$ cat config.mk
export PLATFORM = sky130hd
export DESIGN_NAME = dpss_status_ctrl
export DESIGN_NICKNAME = d
export VERILOG_FILES = /design/src/shared/dpss_pkg.sv /design/src/hdl/dpss_alarm.sv /design/src/hdl/dpss_status_ctrl.sv
export SDC_FILE = /design/constraint.sdc
export NUM_CORES = 1
export LEC_CHECK = 0
export BUFFER_PORTS_ARGS = -buffer_cell sky130_fd_sc_hd__buf_4
export CORE_MARGIN = 2
export CORE_UTILIZATION = 37
export CTS_CLUSTER_SIZE = 30
export DETAILED_ROUTE_END_ITERATION = 7
export HOLD_SLACK_MARGIN = 0.06
export PLACE_DENSITY_LB_ADDON = 0.12
export SKIP_CTS_REPAIR_TIMING = 1
export SLEW_MARGIN = 20
export SYNTH_ARGS = -nofsm -noshare
export SYNTH_HDL_FRONTEND = slang
export SYNTH_SLANG_ARGS = --single-unit
export TNS_END_PERCENT = 50
$ cat constraint.sdc
create_clock -name clk -period 1.63 [get_ports clk]
set_input_delay 0.163 -clock clk [delete_from_list [all_inputs] [get_ports clk]]
set_output_delay 0.163 -clock clk [all_outputs]
set_load 0.005 [all_outputs]
$ cat src/shared/dpss_pkg.sv
package dpss_pkg;
   // Register indexes on the plain register port
   localparam logic [3:0] DPSS_ADDR_STATUS = 4'h0;
   localparam logic [3:0] DPSS_ADDR_STATION = 4'h1;
   localparam logic [3:0] DPSS_ADDR_CHECKSUM = 4'h2;
   localparam logic [3:0] DPSS_ADDR_CTRL = 4'h3;
   localparam logic [3:0] DPSS_ADDR_IRQ_STAT = 4'h4;
   localparam logic [3:0] DPSS_ADDR_IRQ_MASK = 4'h5;
   localparam logic [3:0] DPSS_ADDR_EVENT = 4'h6;
   // Status word bit positions
   localparam int DPSS_ST_ERROR = 0;
   localparam int DPSS_ST_ALARM_WAIT = 1;
   localparam int DPSS_ST_DIAG_WAIT = 2;
   localparam int DPSS_ST_ADDR_DIFF = 3;
   localparam int DPSS_ST_MAP_DIFF = 4;
   localparam int DPSS_ST_CLEAR_N = 5;
   localparam int DPSS_ST_ACK_N = 6;
   localparam int DPSS_ST_CYCLIC = 7;
   localparam int DPSS_ST_IDENT = 8;
   // Control word bit positions
   localparam int DPSS_CT_ALARM_RAISE = 0;
   // Event bits for the interrupt status
   localparam int DPSS_EV_ALARM_SENT = 0;
   localparam int DPSS_EV_ALARM_ACKED = 1;
   localparam int DPSS_EV_ERROR = 2;
   localparam int DPSS_EV_MISMATCH = 3;
   localparam int DPSS_EV_W = 4;
   // Widths and reset values
   localparam int DPSS_DATA_W = 32;
   localparam int DPSS_STATION_W = 8;
   localparam int DPSS_CHECKSUM_W = 16;
   localparam logic [31:0] DPSS_ZERO = 32'h0000_0000;
   localparam logic [7:0] DPSS_STATION_RST = 8'h00;
   localparam logic [15:0] DPSS_CHECKSUM_RST = 16'h0000;
   // Alarm handshake states
   typedef enum logic [1:0] {DPSS_AL_IDLE, DPSS_AL_SEND, DPSS_AL_WAIT_ACK} dpss_alarm_state_t;
endpackage

$ cat src/hdl/dpss_alarm.sv
`timescale 1ns/1ps
// Alarm trigger handshake: one outstanding alarm at a time
module dpss_alarm
   import dpss_pkg::*;
(
   input wire logic clk,
   input wire logic srst,
   input wire logic raise,
   input wire logic sent,
   input wire logic acked,
   output logic notify,
   output logic waiting,
   output logic ack_n,
   output logic accepted
);
   dpss_alarm_state_t state_reg, state_next;
   logic raise_reg;
   logic rise;

   // Rising edge of the host trigger
   assign rise = raise & ~raise_reg;

   always_comb begin
      state_next = state_reg;
      unique case (state_reg)
         DPSS_AL_IDLE: begin
            if (rise) begin
               state_next = DPSS_AL_SEND;
            end
         end
         DPSS_AL_SEND: begin
            if (sent) begin
               state_next = DPSS_AL_WAIT_ACK;
            end
         end
         DPSS_AL_WAIT_ACK: begin
            if (acked) begin
               state_next = DPSS_AL_IDLE;
            end
         end
         default: state_next = DPSS_AL_IDLE;
      endcase
   end

   always_ff @(posedge clk) begin
      if (srst) begin
         state_reg <= DPSS_AL_IDLE;
         raise_reg <= 1'b0;
         notify <= 1'b0;
         waiting <= 1'b0;
         ack_n <= 1'b1;
         accepted <= 1'b0;
      end else begin
         state_reg <= state_next;
         raise_reg <= raise;
         notify <= (state_next == DPSS_AL_SEND);
         waiting <= (state_next != DPSS_AL_IDLE);
         accepted <= rise && (state_reg == DPSS_AL_IDLE);
         // Low once the last alarm is acknowledged, high while one is outstanding
         if (rise && state_reg == DPSS_AL_IDLE) begin
            ack_n <= 1'b1;
         end else if (state_reg == DPSS_AL_WAIT_ACK && acked) begin
            ack_n <= 1'b0;
         end
      end
   end

   AST_ALARM_ACCEPT: assert property (@(posedge clk) disable iff (srst)
      (raise && !$past(raise) && state_reg == DPSS_AL_IDLE) |=> notify && waiting)
      else $error("alarm edge not accepted");
   AST_ALARM_SINGLE: assert property (@(posedge clk) disable iff (srst)
      (state_reg == DPSS_AL_WAIT_ACK && !acked) |=> state_reg == DPSS_AL_WAIT_ACK)
      else $error("second alarm accepted before acknowledge");
   AST_ACK_LOW: assert property (@(posedge clk) disable iff (srst)
      (state_reg == DPSS_AL_WAIT_ACK && acked) |=> !ack_n && !waiting)
      else $error("acknowledge not reported");
endmodule // dpss_alarm

$ cat src/hdl/dpss_status_ctrl.sv
// The placing of the registers and the plain strobed port were decided locally.
`timescale 1ns/1ps
// Function
// - Error on identity mismatch during parameterization
// - Error on any data link fault
// - Error on cyclic data size mismatch
// - Error clears on next valid response
// - Alarm waiting while alarm not acknowledged
// - Diag waiting while diagnostics not unloaded
// - Station address differs flag from comparison
// - Mapping differs flag from checksum comparison
// - Clear mode bit low in CLEAR
// - Ack bit low after last alarm acknowledged
// - Report own station number
// - Report own mapping checksum
// - Host trigger rising edge raises alarm
// - Host checksum compared with own checksum
// - Cyclic exchange bit only while exchanging
// - Only one alarm outstanding at once
module dpss_status_ctrl
   import dpss_pkg::*;
(
   input wire logic clk,
   input wire logic srst,
   input wire logic [3:0] addr,
   input wire logic [31:0] wdata,
   input wire logic wr,
   input wire logic rd,
   output logic [31:0] rdata,
   output logic irq,
   input wire logic [7:0] station_num,
   input wire logic [15:0] map_checksum,
   input wire logic param_phase,
   input wire logic identity_differs,
   input wire logic link_fault,
   input wire logic size_differs,
   input wire logic valid_response,
   input wire logic diag_pending,
   input wire logic in_clear,
   input wire logic cyclic_active,
   input wire logic alarm_sent,
   input wire logic alarm_acked,
   output logic alarm_notify,
   output logic error_flag,
   output logic station_addr_differs,
   output logic map_checksum_differs
);
   ////////////////////////////////////////////////////////////////////////////////
   // Host control registers
   logic [7:0] host_station_reg;
   logic [15:0] host_checksum_reg;
   logic alarm_raise_reg;
   logic [3:0] irq_stat_reg;
   logic [3:0] irq_mask_reg;
   logic [3:0] irq_stat_next;
   logic error_next;
   logic error_cause;
   logic addr_diff;
   logic map_diff;
   logic alarm_waiting;
   logic alarm_ack_n;
   logic alarm_accepted;
   logic alarm_notify_w;
   logic diag_waiting;
   logic clear_mode_n;
   logic cyclic_exchange_on;
   logic [3:0] events;
   logic [31:0] status_word;
   logic [31:0] rd_mux;
   logic wr_station;
   logic wr_checksum;
   logic wr_ctrl;
   logic wr_mask;
   logic rd_irq_stat;

   // Write and read decode
   assign wr_station = wr && (addr == DPSS_ADDR_STATION);
   assign wr_checksum = wr && (addr == DPSS_ADDR_CHECKSUM);
   assign wr_ctrl = wr && (addr == DPSS_ADDR_CTRL);
   assign wr_mask = wr && (addr == DPSS_ADDR_IRQ_MASK);
   assign rd_irq_stat = rd && (addr == DPSS_ADDR_IRQ_STAT);

   // Host register writes
   always_ff @(posedge clk) begin
      if (srst) begin
         host_station_reg <= DPSS_STATION_RST;
         host_checksum_reg <= DPSS_CHECKSUM_RST;
         alarm_raise_reg <= 1'b0;
         irq_mask_reg <= 4'h0;
      end else begin
         if (wr_station) begin
            host_station_reg <= wdata[DPSS_STATION_W-1:0];
         end
         if (wr_checksum) begin
            host_checksum_reg <= wdata[DPSS_CHECKSUM_W-1:0];
         end
         if (wr_ctrl) begin
            alarm_raise_reg <= wdata[DPSS_CT_ALARM_RAISE];
         end
         if (wr_mask) begin
            irq_mask_reg <= wdata[DPSS_EV_W-1:0];
         end
      end
   end

   ////////////////////////////////////////////////////////////////////////////////
   // Comparisons, evaluated combinationally every cycle
   assign addr_diff = (station_num != host_station_reg);
   assign map_diff = (map_checksum != host_checksum_reg);

   // Error flag: set by any cause, cleared by a valid response; set wins
   assign error_cause = (param_phase && identity_differs) || link_fault || size_differs;
   assign error_next = error_cause ? 1'b1 : (valid_response ? 1'b0 : error_flag);

   // Alarm handshake
   dpss_alarm u_alarm (
      .clk(clk),
      .srst(srst),
      .raise(alarm_raise_reg),
      .sent(alarm_sent),
      .acked(alarm_acked),
      .notify(alarm_notify_w),
      .waiting(alarm_waiting),
      .ack_n(alarm_ack_n),
      .accepted(alarm_accepted)
   );

   // Status flags
   always_ff @(posedge clk) begin
      if (srst) begin
         error_flag <= 1'b0;
         station_addr_differs <= 1'b0;
         map_checksum_differs <= 1'b0;
         diag_waiting <= 1'b0;
         clear_mode_n <= 1'b1;
         cyclic_exchange_on <= 1'b0;
         alarm_notify <= 1'b0;
      end else begin
         error_flag <= error_next;
         station_addr_differs <= addr_diff;
         map_checksum_differs <= map_diff;
         diag_waiting <= diag_pending;
         clear_mode_n <= ~in_clear;
         cyclic_exchange_on <= cyclic_active;
         alarm_notify <= alarm_notify_w;
      end
   end

   ////////////////////////////////////////////////////////////////////////////////
   // Interrupt events: sticky, cleared by reading, set wins over clear
   assign events[DPSS_EV_ALARM_SENT] = alarm_accepted;
   assign events[DPSS_EV_ALARM_ACKED] = alarm_acked && alarm_waiting;
   assign events[DPSS_EV_ERROR] = error_next && !error_flag;
   assign events[DPSS_EV_MISMATCH] = (addr_diff && !station_addr_differs) || (map_diff && !map_checksum_differs);
   assign irq_stat_next = (rd_irq_stat ? 4'h0 : irq_stat_reg) | events;

   always_ff @(posedge clk) begin
      if (srst) begin
         irq_stat_reg <= 4'h0;
         irq <= 1'b0;
      end else begin
         irq_stat_reg <= irq_stat_next;
         irq <= |(irq_stat_next & irq_mask_reg);
      end
   end

   ////////////////////////////////////////////////////////////////////////////////
   // Read data path
   always_comb begin
      status_word = DPSS_ZERO;
      status_word[DPSS_ST_ERROR] = error_flag;
      status_word[DPSS_ST_ALARM_WAIT] = alarm_waiting;
      status_word[DPSS_ST_DIAG_WAIT] = diag_waiting;
      status_word[DPSS_ST_ADDR_DIFF] = station_addr_differs;
      status_word[DPSS_ST_MAP_DIFF] = map_checksum_differs;
      status_word[DPSS_ST_CLEAR_N] = clear_mode_n;
      status_word[DPSS_ST_ACK_N] = alarm_ack_n;
      status_word[DPSS_ST_CYCLIC] = cyclic_exchange_on;
      status_word[DPSS_ST_IDENT] = identity_differs;
   end

   always_comb begin
      unique case (addr)
         DPSS_ADDR_STATUS: rd_mux = status_word;
         DPSS_ADDR_STATION: rd_mux = {24'h00_0000, station_num};
         DPSS_ADDR_CHECKSUM: rd_mux = {16'h0000, map_checksum};
         DPSS_ADDR_CTRL: rd_mux = {31'h0000_0000, alarm_raise_reg};
         DPSS_ADDR_IRQ_STAT: rd_mux = {28'h000_0000, irq_stat_reg};
         DPSS_ADDR_IRQ_MASK: rd_mux = {28'h000_0000, irq_mask_reg};
         DPSS_ADDR_EVENT: rd_mux = {24'h00_0000, host_station_reg};
         default: rd_mux = DPSS_ZERO;
      endcase
   end

   always_ff @(posedge clk) begin
      if (srst) begin
         rdata <= DPSS_ZERO;
      end else begin
         rdata <= rd ? rd_mux : DPSS_ZERO;
      end
   end

   ////////////////////////////////////////////////////////////////////////////////
   // Checks
   AST_ERR_SET: assert property (@(posedge clk) disable iff (srst)
      (param_phase && identity_differs) |=> error_flag)
      else $error("identity mismatch did not set error");
   AST_ERR_FAULT: assert property (@(posedge clk) disable iff (srst)
      (link_fault || size_differs) |=> error_flag)
      else $error("fault did not set error");
   AST_ERR_CLEAR: assert property (@(posedge clk) disable iff (srst)
      (valid_response && !error_cause) |=> !error_flag)
      else $error("error did not clear on valid response");
   AST_ADDR_CMP: assert property (@(posedge clk) disable iff (srst)
      ##1 station_addr_differs == $past(station_num != host_station_reg))
      else $error("station comparison wrong");
   AST_MAP_CMP: assert property (@(posedge clk) disable iff (srst)
      ##1 map_checksum_differs == $past(map_checksum != host_checksum_reg))
      else $error("checksum comparison wrong");
   AST_CLEAR_POL: assert property (@(posedge clk) disable iff (srst)
      in_clear |=> !clear_mode_n)
      else $error("clear mode polarity wrong");
   AST_CYCLIC: assert property (@(posedge clk) disable iff (srst)
      !cyclic_active |=> !cyclic_exchange_on)
      else $error("cyclic bit set while idle");
   AST_IRQ_RD: assert property (@(posedge clk) disable iff (srst)
      (rd_irq_stat && events == 4'h0) |=> irq_stat_reg == 4'h0 && !irq)
      else $error("interrupt status not cleared by read");
   AST_ERR_HOLD: assert property (@(posedge clk) disable iff (srst)
      (!error_cause && !valid_response) |=> error_flag == $past(error_flag))
      else $error("error flag changed without cause");
   AST_DIAG_SET: assert property (@(posedge clk) disable iff (srst)
      diag_pending |=> diag_waiting)
      else $error("diagnostics waiting not reported");
   AST_DIAG_CLR: assert property (@(posedge clk) disable iff (srst)
      !diag_pending |=> !diag_waiting)
      else $error("diagnostics waiting stuck");
   AST_NOT_CLEAR: assert property (@(posedge clk) disable iff (srst)
      !in_clear |=> clear_mode_n)
      else $error("clear mode bit low outside clear");
   AST_CYCLIC_ON: assert property (@(posedge clk) disable iff (srst)
      cyclic_active |=> cyclic_exchange_on)
      else $error("cyclic bit not set while exchanging");
   AST_RD_STATION: assert property (@(posedge clk) disable iff (srst)
      (rd && addr == DPSS_ADDR_STATION) |=> rdata[DPSS_STATION_W-1:0] == $past(station_num))
      else $error("own station not reported");
   AST_RD_CHECKSUM: assert property (@(posedge clk) disable iff (srst)
      (rd && addr == DPSS_ADDR_CHECKSUM) |=> rdata[DPSS_CHECKSUM_W-1:0] == $past(map_checksum))
      else $error("own checksum not reported");
   AST_RD_WAIT: assert property (@(posedge clk) disable iff (srst)
      (rd && addr == DPSS_ADDR_STATUS) |=> rdata[DPSS_ST_ALARM_WAIT] == $past(alarm_waiting))
      else $error("alarm waiting bit not reported");
   AST_RD_ACK: assert property (@(posedge clk) disable iff (srst)
      (rd && addr == DPSS_ADDR_STATUS) |=> rdata[DPSS_ST_ACK_N] == $past(alarm_ack_n))
      else $error("acknowledge bit not reported");
   AST_RD_ERROR: assert property (@(posedge clk) disable iff (srst)
      (rd && addr == DPSS_ADDR_STATUS) |=> rdata[DPSS_ST_ERROR] == $past(error_flag))
      else $error("error bit not reported");
   AST_RD_IDLE: assert property (@(posedge clk) disable iff (srst)
      !rd |=> rdata == DPSS_ZERO)
      else $error("read data outside read answer");
   AST_IRQ_MASKED: assert property (@(posedge clk) disable iff (srst)
      (irq_mask_reg == 4'h0) |=> !irq)
      else $error("interrupt raised while fully masked");
endmodule // dpss_status_ctrl

==> flow_metrics.py, run 1 <==
metrics = {
    "setup_path": {
        "crit_type": "flop to flop",
        "cp.arrival_ps": 1850,
        "cp-end-kind": "flop",
        "critPathLaunchType": "flop",
        "critical_path_required_ps": 1850,
        "ff2ff_setup_slack_ps": 6,
        "crit_fanout": 2,
        "rr_startpoint": "host_checksum_reg[12]",
        "startpoint": "host_checksum_reg[12]",
    },
    "sta": {
        "fmaxAchievable_mhz": 616,
        "layout_min_cycle_time_ps": 1620,
        "period_share_pct": 99.7,
        "worst_slack_ps": 5.57,
        "finalSetupViolations": 0,
        "drv_slew": 0,
        "rsz0062_at_grt": "true",
        "whs_ps": 65.8,
        "hold_viol": 0,
        "clock_skew_ps": 9.67,
    },
    "run": {
        "cap_violations": 0,
    },
    "clock_network": {
        "cts_buffers": 9,
        "clock_latency_ps": 340,
        "clk_pin_slew_ps": 70,
        "cts_tree": "built",
        "clockBufferDepth": 2,
        "root_buffer": "clkbuf_8",
        "cts_sinks": 64,
        "htreeDepth": 3,
    },
    "global_route": {
        "grt_start_max_net_pins": 26,
        "gr-total-overflow": 0,
        "antenna_found_initial": 0,
        "grt_pass1_wl_mm": 12.2,
        "grt_usage_pct": 19.0,
        "grt_pass1_vias": 2368,
    },
    "place": {
        "place_ws_ps": -11.1,
        "hpwl_mm": 5.89,
        "portBuffers": 78,
        "gp_congestion": 0.821,
    },
    "detailed_routing": {
        "final_antenna_net_count": 0,
        "vias": 2516,
        "avgViaCountPerCell": 4.83,
        "wl_per_cell_um": 15.5,
        "wl_mm": 8.05,
        "route.detailed.drc": 0,
        "drt_iter0_drc": 97,
        "firstDrtPassIters": 4,
    },
    "pwr": {
        "p_int_mw": 2.74,
        "total_leakage_power_nw": 1.58,
        "pwr-share-clk_pct": 43.0,
        "p_switching_mw": 0.796,
        "p_sw_share_pct": 22.5,
        "seq_power_share_pct": 45.5,
        "power_density_mw_per_mm2": 901,
        "combPwrFrac_pct": 11.5,
        "irDropWorstVdd_mv": 0.638,
    },
    "floorplan": {
        "ios": 111,
        "die-area_mm2": 0.00850,
        "die_w_um": 92.2,
        "coreArea_mm2": 0.00765,
        "die_h_um": 92.2,
        "row_count": 32,
        "start_util_pct": 37.6,
    },
    "logic_synthesis": {
        "yosys-top-cells-count": "dfxtp_1 (64), nand2_1 (49), a21oi_1 (34)",
        "synth.largest_area_cell": "dfxtp_1",
        "yosysUniqueCellTypes": 45,
        "syn_avg_cell_area_um2": 9.05,
        "syn_inst": 318,
        "synth_top_family_by_area": "simple AND/OR/NAND/NOR gates",
        "synth_area_mm2": 0.00288,
        "yosysWarningCount": 0,
        "ys.flop_type": "dfxtp_1",
        "synth_edf_count": 0,
        "synth_area_leaders": "dfxtp_1 (45%), xnor2_1 (7.3%), nand2_1 (6.4%)",
        "yosys.area_share.simple_pct": 21.1,
        "synth-xor-area-share_pct": 7.30,
        "async_flop_share_pct": 0,
        "synthAdderAreaFrac_pct": 0,
        "yosysTopAreaCellShare_pct": 44.5,
        "synth_seq_cells": 64,
        "synthMuxAreaShare_pct": 5.61,
        "synth_compound_area_share_pct": 13.3,
        "ys_seq_area_share_pct": 44.5,
        "yosysMostFrequentCell": "dfxtp_1",
    },
    "final_layout": {
        "multiInputGateArea_mm2": 0.00146,
        "fill_cells": 740,
        "nNetsFinal": 489,
        "syn_to_final_growth_pct": 36.4,
        "n_antenna_cell": 0,
        "drive_gt1_share_pct": 32.2,
        "seq_area_mm2": 0.00129,
    },
    "worst_hold_path": {
        "min_from": "wdata[5]",
        "min_path_type": "input pin to flop",
    },
    "run_status": {
        "status": "finished, final reports clean",
    },
}
[power by group through the flow]
stage               clock network [mW]  logic [mW]  registers (mW)
floorplan                            0       0.203            1.64
global placement                     0       0.377            1.64
detailed placement                   0       0.378            1.64
CTS                               1.54       0.379            1.61
global route                      1.62       0.441            1.61
finish                            1.52       0.409            1.61
[layout by cell type, fill, tap and decap left out, drive strengths merged, types with 2 or more instances in the layout]
| master | n |
|---|---|
| buf | 93 |
| dfxtp | 64 |
| nand2 | 50 |
| a21oi | 34 |
| nor2 | 25 |
| xnor2 | 24 |
| conb | 16 |
| clkbuf | 12 |
| dlygate4sd3 | 11 |
| nand3 | 9 |
| and2 | 9 |
| nand4 | 7 |
| a22o | 7 |
| mux2 | 7 |
| mux2i | 6 |
| nor2b | 6 |
| nand3b | 4 |
| a22oi | 4 |
| o21ai | 3 |
| a222oi | 3 |
| nand2b | 2 |
| inv | 2 |
| and3 | 2 |
| a32oi | 2 |
| bufinv | 2 |
[kinds of logic after synthesis]
group / after synthesis
DFF: 64
and+or+nand+nor: 121
AOI/OAI and AO/OA: 59
muxes: 14
buffers and inverters: 35
other: 1
xor gates and xnor gates: 24
[layer usage]
layer	up-vias	GRT usage (%)	share of wire, %
met3	8	5.42	5.6
met4	0	8.46	1.3
li1	1252	-	-
met5	-	0	0
met2	70	31.4	50
met1	1186	23.0	43
[path summary, 6_finish.rpt]
kind,depth (start not counted),end
max reg2reg,5,irq
min,3,host_checksum_reg[5]
min reg2reg,1,alarm_notify
max,5,irq
[worst max-delay path, cell delays in order (launching register included)]
cell and delay, ps:
dfxtp_1 320, xnor2_1 240, nand4_1 190, nor4_4 320, o311ai_2 130, a221o_1 320
[layout make-up]
cell class                 instances  area share (%)
clock inverter                     3            1.66
clock buffer                      12            3.95
multi-input combinational        234            37.2
tap                              102            3.25
inverter                           2           0.191
timing repair buffer             104            20.9
sequential                        64            32.8
[per-stage QoR]
| step | power (mW) | util, % | setup TNS, ps | instance area (µm²) | std cells |
|---|---|---|---|---|---|
| 3_3_place_gp | 2.02 | 46.4 | 0 | 3550 | 495 |
| 5_1_grt | 3.67 | 51.4 | -62.4 | 3930 | 521 |
| 6_report | 3.54 | 51.4 | 0 | 3930 | 521 |
| 2_1_floorplan | 1.84 | - | 0 | 2940 | 333 |
| 3_5_place_dp | 2.02 | 46.4 | -11.1 | 3550 | 495 |
| 4_1_cts | 3.53 | 49.3 | -44.7 | 3770 | 510 |
Note: power is estimated with default switching activity, not from simulation.
==> run 2, diff against run 1 <==
--- a/config.mk
+++ b/config.mk
@@ -6,12 +6,15 @@
 export NUM_CORES = 1
 export LEC_CHECK = 0
 export BUFFER_PORTS_ARGS = -buffer_cell sky130_fd_sc_hd__buf_4
+export CELL_PAD_IN_SITES_DETAIL_PLACEMENT = 0
+export CELL_PAD_IN_SITES_GLOBAL_PLACEMENT = 1
 export CORE_MARGIN = 2
-export CORE_UTILIZATION = 37
+export CORE_UTILIZATION = 35
 export CTS_CLUSTER_SIZE = 30
 export DETAILED_ROUTE_END_ITERATION = 7
 export HOLD_SLACK_MARGIN = 0.06
 export PLACE_DENSITY_LB_ADDON = 0.12
+export REMOVE_ABC_BUFFERS = 1
 export SKIP_CTS_REPAIR_TIMING = 1
 export SLEW_MARGIN = 20
 export SYNTH_ARGS = -nofsm -noshare
==> run 2 against run 1 <==
Against the previous run: the flow now finishes with violations (setup timing); non-clock buffer count is 2 higher; combinational power is essentially flat; sequential power is essentially flat; clock skew decreased by 4.3 ps; clock-buffer cell count stayed put; critical path type unchanged; largest cell class unchanged.
==> flow_metrics.py, run 2 (same netlist as run 1, synthesis figures left out) <==
metrics = {
    "final_layout": {
        "most-common-layout-cells": "buf_4 (95), dfxtp_1 (61), nand2_1 (49)",
        "drive_gt1_share_pct": 31.8,
        "syn_to_final_growth_pct": 35.7,
        "nNetsFinal": 491,
        "final_common_cell": "buf_4",
        "utilization_pct": 48.3,
        "final_area_mm2": 0.00391,
        "n_antenna_cell": 0,
        "final_cells": 526,
    },
    "detailed_routing": {
        "vias": 2504,
        "firstDrtPassIters": 4,
        "wl_met3_um": 430,
        "route.detailed.drc": 0,
        "wl_per_cell_um": 14.9,
        "dr.max_layer_used": "met4",
        "wl_mm": 7.86,
        "wl_met1_mm": 3.57,
        "avgViaCountPerCell": 4.76,
        "final_antenna_net_count": 0,
        "route.met2.wl_mm": 3.72,
        "drt_iter0_drc": 150,
    },
    "sta": {
        "clock_skew_ps": 5.41,
        "hold_viol": 0,
        "rsz0062_at_grt": "true",
        "worst_slack_ps": -1.28,
        "layout_min_cycle_time_ps": 1630,
        "drv_slew": 0,
        "finalSetupViolations": 1,
        "fmaxAchievable_mhz": 613,
        "period_share_pct": 100,
    },
    "clock_network": {
        "root_buffer": "clkbuf_8",
        "htreeDepth": 3,
        "cts_buffers": 9,
        "clk_pin_slew_ps": 70,
        "cts_tree": "built",
        "clock_latency_ps": 340,
        "clockBufferDepth": 2,
        "cts_sinks": 64,
    },
    "run": {
        "cap_violations": 0,
    },
    "floorplan": {
        "ios": 111,
        "coreArea_mm2": 0.00809,
        "row_count": 33,
        "die-area_mm2": 0.00897,
        "start_util_pct": 35.6,
        "die_w_um": 94.7,
        "die_h_um": 94.7,
    },
    "setup_path": {
        "cp-end-kind": "flop",
        "path_cells": "xnor2_1, nand4_1, nor4_4, o311ai_2, a221o_1",
        "critPathMaxStageDelay_ps": 350,
        "critPathLaunchType": "flop",
        "crit_type": "flop to flop",
        "ff2ff_setup_slack_ps": -1,
        "rr_startpoint": "host_checksum_reg[5]",
        "crit_fanout": 2,
        "rr_endpoint": "irq",
        "r2r_cells": 5,
        "crit_slowest_cell": "nor4_4",
        "critical_path_required_ps": 1850,
        "cp.arrival_ps": 1850,
    },
    "place": {
        "place_ws_ps": -17.1,
        "place_area_mm2": 0.00356,
        "gp_congestion": 0.789,
        "portBuffers": 78,
        "hpwl_mm": 5.95,
        "place_inst": 500,
    },
    "worst_hold_path": {
        "min_path_type": "input pin to flop",
        "min_from": "link_fault",
        "hold_depth": 3,
        "min_to": "error_flag",
    },
    "global_route": {
        "antenna_found_initial": 0,
        "grt_pass1_wl_mm": 12.0,
        "grt_usage_pct": 18.0,
        "grt_start_max_net_pins": 29,
        "gr-total-overflow": 0,
        "grt_pass1_vias": 2371,
    },
    "pwr": {
        "power_density_mw_per_mm2": 876,
        "total_leakage_power_nw": 1.57,
        "p_total_mw": 3.42,
        "irDropWorstVdd_mv": 0.386,
    },
    "run_status": {
        "status": "complete, but fails checks",
        "failed_checks": "setup timing",
    },
}
-- run 2: per-layer routing --
| layer | global-route usage (%) | vias up |
|---|---|---|
| met5 | 0 | - |
| met4 | 9.78 | 0 |
| met3 | 4.23 | 13 |
| met2 | 28.5 | 78 |
| met1 | 22.4 | 1152 |
| li1 | - | 1261 |
-- run 2: worst max-delay path by stage --
stage                                      from                  end  slack (ps)  depth (start not counted)
after detailed placement  host_checksum_reg[10]                  irq         -20                          5
after CTS                 host_checksum_reg[10]                  irq         -50                          5
after floorplan                         addr[1]  host_station_reg[0]          80                          5
after global placement    host_checksum_reg[10]                  irq         -20                          5
final                      host_checksum_reg[5]                  irq          -1                          5
after global routing       host_checksum_reg[0]                  irq         -60                          5
-- run 2: critical path, delay by kind of cell, from the launching register on --
family          cells  cell delay [ps]
simple gates        2              530
compound gates      2              440
flops               1              330
xor+xnor            1              220
-- run 2: final cells by class --
cell class	instances	area, µm²
fillers	821	4190
multi-input cells	234	1460
flip-flops and latches	64	1280
repair buffers	106	823
clock buffers	12	165
well taps	105	131
clock inverters	3	40.0
inverters	2	7.51
-- run 2: stage by stage --
step / TNS [ps] / hold slack (ps)
floorplan: 0 / 232
global placement: -23.6 / 339
detailed placement: -17.1 / 337
CTS: -49.7 / -37.1
global route: -56.4 / 62.6
finish: -1.28 / 60.6
-- run 2: where the power goes --
part / switching, mW / internal, mW / leakage (nW)
combinational: 0.188 / 0.219 / 0.943
clock: 0.590 / 0.818 / 0.108
sequential: 0.0173 / 1.59 / 0.520
total: 0.795 / 2.63 / 1.57
